File: config.mk
export PLATFORM = sky130hd
export DESIGN_NAME = sensor_interrupt_logic
export DESIGN_NICKNAME = d
export VERILOG_FILES = /design/src/pkg/sensor_irq_pkg.sv /design/src/rtl/sensor_interrupt_logic.sv /design/src/rtl/irq_pin_driver.sv
export VERILOG_INCLUDE_DIRS = /design/src /design/src/pkg
export SDC_FILE = /design/constraint.sdc
export NUM_CORES = 1
export LEC_CHECK = 0
export BUFFER_PORTS_ARGS = -buffer_cell sky130_fd_sc_hd__buf_2
export CORE_ASPECT_RATIO = 0.6
export CORE_MARGIN = 2
export CORE_UTILIZATION = 55
export CTS_BUF_LIST = sky130_fd_sc_hd__clkbuf_4
export DETAILED_ROUTE_END_ITERATION = 8
export HOLD_SLACK_MARGIN = 0.06
export MAX_ROUTING_LAYER = met4
export PLACE_DENSITY_LB_ADDON = 0.15
export RECOVER_POWER = 100
export SLEW_MARGIN = 10
export SYNTH_ARGS = -nofsm -noshare
export SYNTH_HDL_FRONTEND = slang
export SYNTH_SLANG_ARGS = --single-unit
File: constraint.sdc
create_clock -name i_ref_clk -period 5.53 [get_ports i_ref_clk]
set_input_delay 1.106 -clock i_ref_clk [delete_from_list [all_inputs] [get_ports i_ref_clk]]
set_output_delay 1.106 -clock i_ref_clk [all_outputs]
set_load 0.02 [all_outputs]
File: src/pkg/sensor_irq_regs.svh
// Register offsets, field positions, reset values and sizes of the interrupt block
`ifndef SENSOR_IRQ_REGS_SVH
`define SENSOR_IRQ_REGS_SVH

`define SAMPLE_LO_FIRST_ADDR 8'h08
`define SAMPLE_LO_LAST_ADDR 8'h0a
`define FLAGS_ADDR 8'h0b
`define SAMPLE_HI_FIRST_ADDR 8'h0e
`define SAMPLE_HI_LAST_ADDR 8'h15
`define FIFO_CONTROL_ADDR 8'h28
`define WMARK_LEVEL_ADDR 8'h29
`define PIN_A_ROUTE_ADDR 8'h2a
`define PIN_B_ROUTE_ADDR 8'h2b
`define FILTER_CONTROL_ADDR 8'h2c
`define POWER_CONTROL_ADDR 8'h2d

`define FLAG_NEW_SAMPLE 0
`define FLAG_FIFO_READY 1
`define FLAG_WMARK 2
`define FLAG_OVERRUN 3
`define FLAG_MOTION 4
`define FLAG_STILLNESS 5
`define SRC_COUNT 6

`define ROUTE_POLARITY_BIT 7
`define THRESHOLD_MSB_BIT 3
`define SYNC_TRIGGER_BIT 3
`define EXT_CLOCK_SELECT_BIT 6

`define FIFO_MODE_OFF 2'b00
`define FIFO_MODE_OLDEST 2'b01
`define FIFO_DEPTH 10'h200

`define WMARK_LEVEL_RESET 8'h80
`define BYTE_RESET 8'h00

`endif

File: src/pkg/sensor_irq_pkg.sv
// Types shared by the interrupt block and its pin driver
package sensor_irq_pkg;
    typedef logic [7:0] byte_type;
    typedef logic [9:0] fifo_cnt_type;
    typedef logic [8:0] threshold_type;
    typedef enum {RD_IDLE, RD_SAMPLE, RD_OTHER} rd_state_type;
endpackage : sensor_irq_pkg

File: src/rtl/sensor_interrupt_logic.sv
// Interrupt flags, FIFO occupancy, register file and two interrupt pins
// What this block does
// - Each source routes to pin A, pin B or both via per-pin route register.
// - A pin carries the OR of all flags routed to it.
// - Pin with nothing routed is released; both pins released after reset.
// - Asserted pin drives high, or low when its polarity bit is set.
// - Reading the flags register clears motion and stillness flags.
// - Reading any sample register clears the new-sample flag.
// - FIFO flags clear once enough FIFO data is read.
// - External clock select makes pin A an input, no interrupts there.
// - Sync trigger enable makes pin B the sample trigger input.
// - A pin in alternate use never signals; both may be alternate together.
// - Motion sets flag bit 4, stillness sets flag bit 5.
// - Bit 0 is set while a new sample is available.
// - New-sample flag stays clear during a sample read, set after it if a sample arrived meanwhile.
// - New-sample flag clears at the start of a sample register read.
// - Bit 2 is set while FIFO count reaches the nine-bit threshold.
// - Zero threshold keeps watermark set while FIFO is on; level register resets to 0x80.
// - Bit 1 is set while the FIFO holds at least one item.
// - Bit 3 sets when an item is pushed into a full FIFO.
// - Overrun clears when FIFO is read and whenever FIFO is disabled.
// - Each read FIFO item frees exactly one item of space.
// - FIFO mode 0b00 disables FIFO, clears content and FIFO flags.
`timescale 1ns/100ps
`include "sensor_irq_regs.svh"
module sensor_interrupt_logic
    import sensor_irq_pkg::*;
(
    input wire logic i_ref_clk,
    input wire logic i_rst,
    input wire logic i_clk_en,
    input wire byte_type i_reg_addr,
    input wire logic i_reg_wr,
    input wire byte_type i_reg_wdata,
    input wire logic i_rd_start,
    input wire logic i_rd_end,
    input wire logic i_motion_evt,
    input wire logic i_stillness_evt,
    input wire logic i_sample_evt,
    input wire logic i_fifo_push,
    input wire logic i_fifo_pop,
    input wire logic i_irq_pin_a,
    input wire logic i_irq_pin_b,
    output byte_type o_rd_data,
    output byte_type o_flags,
    output fifo_cnt_type o_fifo_count,
    output logic [1:0] o_fifo_mode,
    output logic o_irq_pin_a,
    output logic o_irq_pin_a_oe,
    output logic o_irq_pin_b,
    output logic o_irq_pin_b_oe,
    output logic o_ext_clock_in,
    output logic o_sync_trigger_in
);
    byte_type fifo_control_ff;
    byte_type fifo_watermark_level_ff;
    byte_type pin_a_route_reg_ff;
    byte_type pin_b_route_reg_ff;
    byte_type filter_control_reg_ff;
    byte_type power_control_reg_ff;

    logic new_sample_ff;
    logic sample_pend_ff;
    logic fifo_ready_ff;
    logic wmark_ff;
    logic overrun_ff;
    logic motion_detected_flag_ff;
    logic stillness_detected_flag_ff;
    fifo_cnt_type fifo_count_ff;
    fifo_cnt_type nxt_fifo_count;
    rd_state_type rd_state_ff;

    logic fifo_on;
    logic fifo_full;
    logic push_ok;
    logic pop_ok;
    logic start_flags_rd;
    logic start_sample_rd;
    logic ext_clock_select;
    logic sync_trigger_enable;
    threshold_type wmark_threshold;
    logic [`SRC_COUNT-1:0] src_flags;
    byte_type flag_byte;

    function automatic logic is_sample_addr(input byte_type a);
        is_sample_addr =
            (a >= `SAMPLE_LO_FIRST_ADDR && a <= `SAMPLE_LO_LAST_ADDR) ||
            (a >= `SAMPLE_HI_FIRST_ADDR && a <= `SAMPLE_HI_LAST_ADDR);
    endfunction : is_sample_addr

    assign fifo_on = fifo_control_ff[1:0] != `FIFO_MODE_OFF;
    assign fifo_full = fifo_count_ff == `FIFO_DEPTH;
    assign pop_ok = i_fifo_pop && fifo_count_ff != 10'h000;
    assign push_ok = i_fifo_push && fifo_on;
    assign start_flags_rd = i_rd_start && i_reg_addr == `FLAGS_ADDR;
    assign start_sample_rd = i_rd_start && is_sample_addr(i_reg_addr);
    assign ext_clock_select = power_control_reg_ff[`EXT_CLOCK_SELECT_BIT];
    assign sync_trigger_enable = filter_control_reg_ff[`SYNC_TRIGGER_BIT];
    assign wmark_threshold = {fifo_control_ff[`THRESHOLD_MSB_BIT],
                              fifo_watermark_level_ff};
    assign src_flags = {stillness_detected_flag_ff, motion_detected_flag_ff,
                        overrun_ff, wmark_ff, fifo_ready_ff, new_sample_ff};
    assign flag_byte = {2'b00, src_flags};

    // Writable configuration registers
    always_ff @(posedge i_ref_clk or posedge i_rst)
    begin
        if (i_rst)
        begin
            fifo_control_ff <= `BYTE_RESET;
            fifo_watermark_level_ff <= `WMARK_LEVEL_RESET;
            pin_a_route_reg_ff <= `BYTE_RESET;
            pin_b_route_reg_ff <= `BYTE_RESET;
            filter_control_reg_ff <= `BYTE_RESET;
            power_control_reg_ff <= `BYTE_RESET;
        end
        else if (i_clk_en && i_reg_wr)
        begin
            case (i_reg_addr)
                `FIFO_CONTROL_ADDR: fifo_control_ff <= i_reg_wdata;
                `WMARK_LEVEL_ADDR: fifo_watermark_level_ff <= i_reg_wdata;
                `PIN_A_ROUTE_ADDR: pin_a_route_reg_ff <= i_reg_wdata;
                `PIN_B_ROUTE_ADDR: pin_b_route_reg_ff <= i_reg_wdata;
                `FILTER_CONTROL_ADDR: filter_control_reg_ff <= i_reg_wdata;
                `POWER_CONTROL_ADDR: power_control_reg_ff <= i_reg_wdata;
                default: ;
            endcase
        end
    end

    // Read data is latched at the start of a read, before any clearing
    always_ff @(posedge i_ref_clk or posedge i_rst)
    begin
        if (i_rst)
            o_rd_data <= `BYTE_RESET;
        else if (i_clk_en && i_rd_start)
        begin
            case (i_reg_addr)
                `FLAGS_ADDR: o_rd_data <= flag_byte;
                `FIFO_CONTROL_ADDR: o_rd_data <= fifo_control_ff;
                `WMARK_LEVEL_ADDR: o_rd_data <= fifo_watermark_level_ff;
                `PIN_A_ROUTE_ADDR: o_rd_data <= pin_a_route_reg_ff;
                `PIN_B_ROUTE_ADDR: o_rd_data <= pin_b_route_reg_ff;
                `FILTER_CONTROL_ADDR: o_rd_data <= filter_control_reg_ff;
                `POWER_CONTROL_ADDR: o_rd_data <= power_control_reg_ff;
                default: o_rd_data <= `BYTE_RESET;
            endcase
        end
    end

    // Motion flags: an event in the clearing cycle survives the read
    always_ff @(posedge i_ref_clk or posedge i_rst)
    begin
        if (i_rst)
        begin
            motion_detected_flag_ff <= 1'b0;
            stillness_detected_flag_ff <= 1'b0;
        end
        else if (i_clk_en)
        begin
            if (i_motion_evt)
                motion_detected_flag_ff <= 1'b1;
            else if (start_flags_rd)
                motion_detected_flag_ff <= 1'b0;
            if (i_stillness_evt)
                stillness_detected_flag_ff <= 1'b1;
            else if (start_flags_rd)
                stillness_detected_flag_ff <= 1'b0;
        end
    end

    // Read tracking, so a sample arriving mid-read is held back
    always_ff @(posedge i_ref_clk or posedge i_rst)
    begin
        if (i_rst)
            rd_state_ff <= RD_IDLE;
        else if (i_clk_en)
        begin
            case (rd_state_ff)
                RD_IDLE, RD_OTHER:
                begin
                    if (start_sample_rd)
                        rd_state_ff <= RD_SAMPLE;
                    else if (i_rd_start)
                        rd_state_ff <= RD_OTHER;
                    else if (i_rd_end)
                        rd_state_ff <= RD_IDLE;
                end
                RD_SAMPLE:
                begin
                    if (i_rd_end)
                        rd_state_ff <= RD_IDLE;
                end
                default: rd_state_ff <= RD_IDLE;
            endcase
        end
    end

    always_ff @(posedge i_ref_clk or posedge i_rst)
    begin
        if (i_rst)
        begin
            new_sample_ff <= 1'b0;
            sample_pend_ff <= 1'b0;
        end
        else if (i_clk_en)
        begin
            if (rd_state_ff == RD_SAMPLE)
            begin
                if (i_rd_end)
                begin
                    new_sample_ff <= sample_pend_ff | i_sample_evt;
                    sample_pend_ff <= 1'b0;
                end
                else if (i_sample_evt)
                    sample_pend_ff <= 1'b1;
            end
            else if (start_sample_rd)
            begin
                new_sample_ff <= 1'b0;
                sample_pend_ff <= i_sample_evt;
            end
            else if (i_sample_evt)
                new_sample_ff <= 1'b1;
        end
    end

    // Occupancy counts single data items, not whole sample sets
    always_comb
    begin
        nxt_fifo_count = fifo_count_ff;
        if (!fifo_on)
            nxt_fifo_count = 10'h000;
        else if (pop_ok && !push_ok)
            nxt_fifo_count = fifo_count_ff - 10'h001;
        else if (push_ok && !pop_ok && !fifo_full)
            nxt_fifo_count = fifo_count_ff + 10'h001;
    end

    always_ff @(posedge i_ref_clk or posedge i_rst)
    begin
        if (i_rst)
            fifo_count_ff <= 10'h000;
        else if (i_clk_en)
            fifo_count_ff <= nxt_fifo_count;
    end

    // Level flags track the next count so they never lag the count output
    always_ff @(posedge i_ref_clk or posedge i_rst)
    begin
        if (i_rst)
        begin
            fifo_ready_ff <= 1'b0;
            wmark_ff <= 1'b0;
        end
        else if (i_clk_en)
        begin
            fifo_ready_ff <= nxt_fifo_count != 10'h000;
            wmark_ff <= fifo_on &&
                nxt_fifo_count >= {1'b0, wmark_threshold};
        end
    end

    // Overrun: stream mode replaces the oldest item, oldest-saved drops
    // the new one; both lose data, so both raise the flag
    always_ff @(posedge i_ref_clk or posedge i_rst)
    begin
        if (i_rst)
            overrun_ff <= 1'b0;
        else if (i_clk_en)
        begin
            if (!fifo_on)
                overrun_ff <= 1'b0;
            else if (push_ok && fifo_full && !pop_ok)
                overrun_ff <= 1'b1;
            else if (pop_ok)
                overrun_ff <= 1'b0;
        end
    end

    always_ff @(posedge i_ref_clk or posedge i_rst)
    begin
        if (i_rst)
        begin
            o_flags <= `BYTE_RESET;
            o_fifo_count <= 10'h000;
            o_fifo_mode <= `FIFO_MODE_OFF;
        end
        else if (i_clk_en)
        begin
            o_flags <= flag_byte;
            o_fifo_count <= fifo_count_ff;
            o_fifo_mode <= fifo_control_ff[1:0];
        end
    end

    irq_pin_driver u_pin_a (
        .i_ref_clk(i_ref_clk),
        .i_rst(i_rst),
        .i_clk_en(i_clk_en),
        .i_flags(src_flags),
        .i_route(pin_a_route_reg_ff),
        .i_alt_sel(ext_clock_select),
        .i_pin(i_irq_pin_a),
        .o_pin(o_irq_pin_a),
        .o_pin_oe(o_irq_pin_a_oe),
        .o_alt_in(o_ext_clock_in)
    );

    irq_pin_driver u_pin_b (
        .i_ref_clk(i_ref_clk),
        .i_rst(i_rst),
        .i_clk_en(i_clk_en),
        .i_flags(src_flags),
        .i_route(pin_b_route_reg_ff),
        .i_alt_sel(sync_trigger_enable),
        .i_pin(i_irq_pin_b),
        .o_pin(o_irq_pin_b),
        .o_pin_oe(o_irq_pin_b_oe),
        .o_alt_in(o_sync_trigger_in)
    );

    property p_flags_read_clear;
        @(posedge i_ref_clk) disable iff (i_rst)
        (i_clk_en && start_flags_rd && !i_motion_evt) |=>
            !motion_detected_flag_ff;
    endproperty
    a_flags_read_clear: assert property (p_flags_read_clear)
        else $error("motion flag survived a flags read");

    property p_sample_start_clear;
        @(posedge i_ref_clk) disable iff (i_rst)
        (i_clk_en && start_sample_rd && rd_state_ff != RD_SAMPLE) |=>
            (!new_sample_ff && rd_state_ff == RD_SAMPLE);
    endproperty
    a_sample_start_clear: assert property (p_sample_start_clear)
        else $error("new-sample flag not cleared at read start");

    property p_sample_hold;
        @(posedge i_ref_clk) disable iff (i_rst)
        (rd_state_ff == RD_SAMPLE && !i_rd_end) |=> !new_sample_ff;
    endproperty
    a_sample_hold: assert property (p_sample_hold)
        else $error("new-sample flag set during a sample read");

    property p_wmark_level;
        @(posedge i_ref_clk) disable iff (i_rst)
        i_clk_en |=> (wmark_ff == ($past(fifo_on) &&
            fifo_count_ff >= {1'b0, $past(wmark_threshold)}));
    endproperty
    a_wmark_level: assert property (p_wmark_level)
        else $error("watermark flag disagrees with count");

    property p_ready_level;
        @(posedge i_ref_clk) disable iff (i_rst)
        fifo_ready_ff == (fifo_count_ff != 10'h000);
    endproperty
    a_ready_level: assert property (p_ready_level)
        else $error("fifo ready flag disagrees with count");

    property p_overrun_set;
        @(posedge i_ref_clk) disable iff (i_rst)
        (i_clk_en && fifo_on && i_fifo_push && !i_fifo_pop && fifo_full)
            |=> (overrun_ff && fifo_count_ff == `FIFO_DEPTH);
    endproperty
    a_overrun_set: assert property (p_overrun_set)
        else $error("push into full fifo did not raise overrun");

    property p_disable_clears;
        @(posedge i_ref_clk) disable iff (i_rst)
        (i_clk_en && !fifo_on) |=>
            (fifo_count_ff == 10'h000 && !overrun_ff && !wmark_ff);
    endproperty
    a_disable_clears: assert property (p_disable_clears)
        else $error("disabled fifo kept content or flags");

    property p_pop_one;
        @(posedge i_ref_clk) disable iff (i_rst)
        (i_clk_en && fifo_on && pop_ok && !i_fifo_push) |=>
            (fifo_count_ff == $past(fifo_count_ff) - 10'h001);
    endproperty
    a_pop_one: assert property (p_pop_one)
        else $error("fifo read freed other than one item");
endmodule : sensor_interrupt_logic

File: src/rtl/irq_pin_driver.sv
// One interrupt pin: routing, OR combine, polarity, release and alternate input
`timescale 1ns/100ps
`include "sensor_irq_regs.svh"
module irq_pin_driver
    import sensor_irq_pkg::*;
(
    input wire logic i_ref_clk,
    input wire logic i_rst,
    input wire logic i_clk_en,
    input wire logic [`SRC_COUNT-1:0] i_flags,
    input wire byte_type i_route,
    input wire logic i_alt_sel,
    input wire logic i_pin,
    output logic o_pin,
    output logic o_pin_oe,
    output logic o_alt_in
);
    logic hit;
    logic mapped;
    logic sync1_ff;
    logic sync2_ff;

    assign hit = |(i_flags & i_route[`SRC_COUNT-1:0]);
    assign mapped = |i_route[`SRC_COUNT-1:0];

    always_ff @(posedge i_ref_clk or posedge i_rst)
    begin
        if (i_rst)
        begin
            o_pin_oe <= 1'b0;
            o_pin <= 1'b0;
        end
        else if (i_clk_en)
        begin
            // Alternate input function steals the pin from interrupts
            o_pin_oe <= mapped & ~i_alt_sel;
            // Polarity only matters while driving
            if (mapped & ~i_alt_sel)
                o_pin <= hit ^ i_route[`ROUTE_POLARITY_BIT];
            else
                o_pin <= 1'b0;
        end
    end

    always_ff @(posedge i_ref_clk or posedge i_rst)
    begin
        if (i_rst)
        begin
            sync1_ff <= 1'b0;
            sync2_ff <= 1'b0;
            o_alt_in <= 1'b0;
        end
        else if (i_clk_en)
        begin
            sync1_ff <= i_pin;
            sync2_ff <= sync1_ff;
            o_alt_in <= sync2_ff & i_alt_sel;
        end
    end

    property p_unmapped_release;
        @(posedge i_ref_clk) disable iff (i_rst)
        (i_clk_en && !mapped) |=> !o_pin_oe;
    endproperty
    a_unmapped_release: assert property (p_unmapped_release)
        else $error("unmapped pin is driven");

    property p_alt_release;
        @(posedge i_ref_clk) disable iff (i_rst)
        (i_clk_en && i_alt_sel) |=> (!o_pin_oe && !o_pin);
    endproperty
    a_alt_release: assert property (p_alt_release)
        else $error("pin in alternate use still signals");

    property p_or_level;
        @(posedge i_ref_clk) disable iff (i_rst)
        (i_clk_en && mapped && !i_alt_sel) |=>
            (o_pin_oe && o_pin == ($past(hit) ^ $past(i_route[7])));
    endproperty
    a_or_level: assert property (p_or_level)
        else $error("pin level differs from routed flags");
endmodule : irq_pin_driver

==> flow_summary_export.csv <==
group,metric,value,unit
cts,cts-root-buf,"sky130_fd_sc_hd__clkbuf_4",
global_routing,overflow,0,
critical_path,crit_path_required_time,5950,ps
floorplanning,chipWidth,143.4,µm
timing,timing.final.setup_violations,0,
timing,hold_viol,0,
cts,clock_net_sink_count,133,
run,cap_violations,2,
hold_path,timing.hold.worst_path_depth,1,
layout,nFillCells,970,
floorplanning,initial_standard_cell_utilization_of_the_core,56.55,%
floorplanning,ios,63,
cts,holdBufCountCts,0,
detailed_routing,post_drt_wl_per_cell,20.38,µm
detailed_routing,drt.antenna.violating_nets,0,
timing,maxSlewViolCount,79,
detailed_routing,drt-vias-per-instance,6.012,
layout,drive_gt1_share,24.76,%
power,power-per-cell-area,264.9,mW/mm²
timing,final.min_clock_period,4382,ps
cts,clk_pin_slew,120,ps
floorplanning,floorplan.die.height,87.62,µm
hold_path,min_to,"o_rd_data[7]",
detailed_routing,violation_count_after_the_first_detailed_routing_iteration,383,
timing,max_freq,0.2282,GHz
hold_path,hold_path_class,"reg -> reg",
placement,buffer_ports.inserted,60,
logic_synthesis,yosysTopAreaCellShare,51.53,%
logic_synthesis,most_used_dff_post_synth,"sky130_fd_sc_hd__dfrtp_1",
cts,max-clock-path-buffers,2,
floorplanning,core-area,0.01134,mm²
logic_synthesis,synth_sequential_area_ratio,51.94,%
detailed_routing,detail_route.wirelength,15.86,mm
power,irDropWorstVdd,0.1736,mV
cts,cts_made_buffers,17,
logic_synthesis,syn_std_cell_area,0.006410,mm²
critical_path,regToRegSetupSlack,1820,ps
global_routing,antenna_found_initial,0,
cts,cts_setup_buffers,0,
cts,ctsResizeCount,0,
timing,timing.slew.headroom,-38.35,%
outcome,result_of_the_run,"finished, violations left",
placement,gp_congestion,0.9669,
cts,clock_tree_from_tritoncts,"built",
logic_synthesis,synth_area_leaders,"sky130_fd_sc_hd__dfrtp_1, sky130_fd_sc_hd__mux2_2, sky130_fd_sc_hd__and2_1",
critical_path,capture_point_of_the_worst_reg_to_reg_path,"wmark_ff",
floorplanning,std_cell_rows,30,
global_routing,via_count_of_the_first_global_routing_pass,4567,
layout,areaGrowthSynthToFinish,9.779,%
logic_synthesis,postSynthRegisterBits,133,
critical_path,timing.critical_path.from_type,"input port",
cts,clock_latency,540,ps
outcome,violations_in_the_final_reports,"capacitance limit, slew limit",
detailed_routing,post-route-drc-count,0,
timing,tns,0,ps
detailed_routing,drtPass1Iterations,7,
power,power.leakage,3.278,nW
timing,clock_skew,14.87,ps
layout,layout.nets,645,
floorplanning,fp.dieArea,0.01256,mm²
critical_path,worst-endpoint-arrival,4800,ps
critical_path,worst_r2r_startpoint,"fifo_count_ff[0]",
critical_path,worstSetupEndpointType,"register",
critical_path,timing_worst_setup_path_type,"in -> reg",
logic_synthesis,synth.avg_cell_area,11.65,µm²
global_routing,grt_start_max_net_pins,64,
timing,period_share,79.23,%
power,p_total,1.864,mW
logic_synthesis,synth_top_cell_by_area,"sky130_fd_sc_hd__dfrtp_1",
global_routing,grt_usage,27.94,%
logic_synthesis,synth.distinct_cells,66,
timing,worst-slew-pin-transition,2075,ps
cts,cts.htree.levels,4,
logic_synthesis,number_of_flops_mapped_to_enable_cells_by_yosys,0,
placement,detailedPlacementHpwl,11.51,mm
critical_path,reg2reg_depth,14,
logic_synthesis,synth-async-reset-ratio,100.0,%
critical_path,critPathMaxFanout,38,
logic_synthesis,post_synthesis_cell_count,550,
timing,grt_setup_unrepaired,"no",
hold_path,holdCritStartpoint,"o_rd_data[7]",
layout,num_antenna_cells,0,
global_routing,grt_first_pass_wirelength,25.43,mm
detailed_routing,detailroute.via_count,4677,
logic_synthesis,synthesis.yosys.warnings,0,
registers in the layout, summed over array words and instances, names as in the netlist, 2 cells and up:
signal / flops
fifo_control_ff: 8
fifo_count_ff: 10
fifo_watermark_level_ff: 8
filter_control_reg_ff: 8
o_fifo_count: 10
o_fifo_mode: 2
o_flags: 6
o_rd_data: 8
pin_a_route_reg_ff: 8
pin_b_route_reg_ff: 8
power_control_reg_ff: 8
rd_state_ff: 32
critical path: stages:
cell,delay [ps]
sky130_fd_sc_hd__clkbuf_1,860
sky130_fd_sc_hd__clkbuf_1,1370
sky130_fd_sc_hd__nand2_1,420
sky130_fd_sc_hd__or4_1,660
sky130_fd_sc_hd__o32a_1,360
stage by stage:
step / instance area (µm²) / std cells / hold slack, ps / setup slack (ps) / utilization, %
finish: 7037 / 778 / 487.8 / 1148 / 62.08
global route: 7037 / 778 / 514.4 / 925.2 / 62.08
CTS: 7119 / 778 / 488.5 / 1834 / 62.80
detailed placement: 6815 / 746 / 460.3 / 1748 / 60.12
global placement: 6815 / 746 / 448.0 / 1886 / 60.12
floorplan: 6414 / 551 / 434.5 / 871.3 / -
power by group:
| part | switching (mW) | internal (mW) |
|---|---|---|
| clock | 0.363 | 0.329 |
| combinational | 0.0953 | 0.0543 |
| sequential | 0.0234 | 0.999 |
| total | 0.481 | 1.38 |
cells by family (layout without fill, tap and decap cells):
group | after synthesis | in the layout | share of synthesized area (%)
buffers and inverters | 50 | 117 | 3.357
xor gates and xnor gates | 6 | 6 | 0.8198
DFF | 133 | 133 | 51.94
other | 1 | 2 | 0.05850
AOI/OAI and AO/OA | 104 | 104 | 11.60
and+or+nand+nor | 151 | 151 | 13.70
muxes | 94 | 94 | 16.38
adders and majority gates | 11 | 11 | 2.147
Yosys cell counts, types with 3 or more instances:
| library cell | instances |
|---|---|
| sky130_fd_sc_hd__or4_1 | 3 |
| sky130_fd_sc_hd__inv_1 | 21 |
| sky130_fd_sc_hd__xnor2_1 | 4 |
| sky130_fd_sc_hd__nand2_1 | 20 |
| sky130_fd_sc_hd__mux2i_1 | 7 |
| sky130_fd_sc_hd__and4_1 | 3 |
| sky130_fd_sc_hd__buf_2 | 6 |
| sky130_fd_sc_hd__o2bb2ai_1 | 3 |
| sky130_fd_sc_hd__o21ai_0 | 16 |
| sky130_fd_sc_hd__nor2_1 | 27 |
| sky130_fd_sc_hd__a21oi_1 | 20 |
| sky130_fd_sc_hd__mux2_2 | 87 |
| sky130_fd_sc_hd__dfrtp_1 | 132 |
| sky130_fd_sc_hd__nand4_1 | 7 |
| sky130_fd_sc_hd__a221oi_1 | 3 |
| sky130_fd_sc_hd__a21o_1 | 11 |
| sky130_fd_sc_hd__o41ai_1 | 4 |
| sky130_fd_sc_hd__a32oi_1 | 3 |
| sky130_fd_sc_hd__o22ai_1 | 3 |
| sky130_fd_sc_hd__a22oi_1 | 11 |
| sky130_fd_sc_hd__ha_1 | 11 |
| sky130_fd_sc_hd__a222oi_1 | 7 |
| sky130_fd_sc_hd__a31oi_1 | 4 |
| sky130_fd_sc_hd__nor4_1 | 10 |
| sky130_fd_sc_hd__nand3_1 | 15 |
| sky130_fd_sc_hd__nor3_1 | 4 |
| sky130_fd_sc_hd__nand4b_1 | 3 |
| sky130_fd_sc_hd__nand2b_1 | 8 |
| sky130_fd_sc_hd__buf_4 | 3 |
| sky130_fd_sc_hd__clkbuf_1 | 16 |
| sky130_fd_sc_hd__and2_1 | 32 |
| sky130_fd_sc_hd__and3_1 | 3 |
worst max path at each step:
stage | from | end | slack (ps) | depth (start not counted)
5_1_grt | i_clk_en | fifo_ready_ff | 930 | 5
2_1_floorplan | i_rst | fifo_control_ff[0] | 870 | 1
6_report | i_clk_en | fifo_ready_ff | 1150 | 5
4_1_cts | fifo_count_ff[0] | wmark_ff | 1830 | 14
3_3_place_gp | i_fifo_push | wmark_ff | 1890 | 13
3_5_place_dp | i_fifo_push | wmark_ff | 1750 | 13
cell type report:
class	count	area (µm²)	share of cell area, %
inverters	21	80.08	1.138
well taps	160	200.2	2.845
repair buffers	64	274.0	3.894
multi-input cells	368	2849	40.49
flip-flops and latches	133	3329	47.32
clock buffers	20	150.1	2.134
clock inverters	12	153.9	2.187
layer usage:
metal	track usage (%)	up-vias	share of wire, %
met3	5.085	22	6.9
met5	-	-	0
li1	-	2140	-
met1	43.93	2331	51
met4	8.289	0	1.2
met2	36.15	184	40
placed cells by master, fill, tap and decap left out, types with 4 or more instances in the layout:
cell,Yosys,routed
sky130_fd_sc_hd__clkbuf_4,0,20
sky130_fd_sc_hd__nand2_1,20,20
sky130_fd_sc_hd__mux2i_1,7,7
sky130_fd_sc_hd__nand4_1,7,7
sky130_fd_sc_hd__nor4_1,10,10
sky130_fd_sc_hd__xnor2_1,4,4
sky130_fd_sc_hd__nor3_1,4,6
sky130_fd_sc_hd__a21o_1,11,11
sky130_fd_sc_hd__buf_2,6,26
sky130_fd_sc_hd__a22oi_1,11,11
sky130_fd_sc_hd__mux2_2,87,87
sky130_fd_sc_hd__nand2b_1,8,8
sky130_fd_sc_hd__and2_1,32,9
sky130_fd_sc_hd__o21ai_0,16,16
sky130_fd_sc_hd__o41ai_1,4,4
sky130_fd_sc_hd__a31oi_1,4,4
sky130_fd_sc_hd__nor2_1,27,29
sky130_fd_sc_hd__nand3_1,15,16
sky130_fd_sc_hd__inv_1,21,20
sky130_fd_sc_hd__a21oi_1,20,20
sky130_fd_sc_hd__ha_1,11,11
sky130_fd_sc_hd__clkbuf_1,16,37
sky130_fd_sc_hd__dfrtp_1,132,132
sky130_fd_sc_hd__a222oi_1,7,7
sky130_fd_sc_hd__and2_0,1,24
Power figures use the tool's default switching activity.
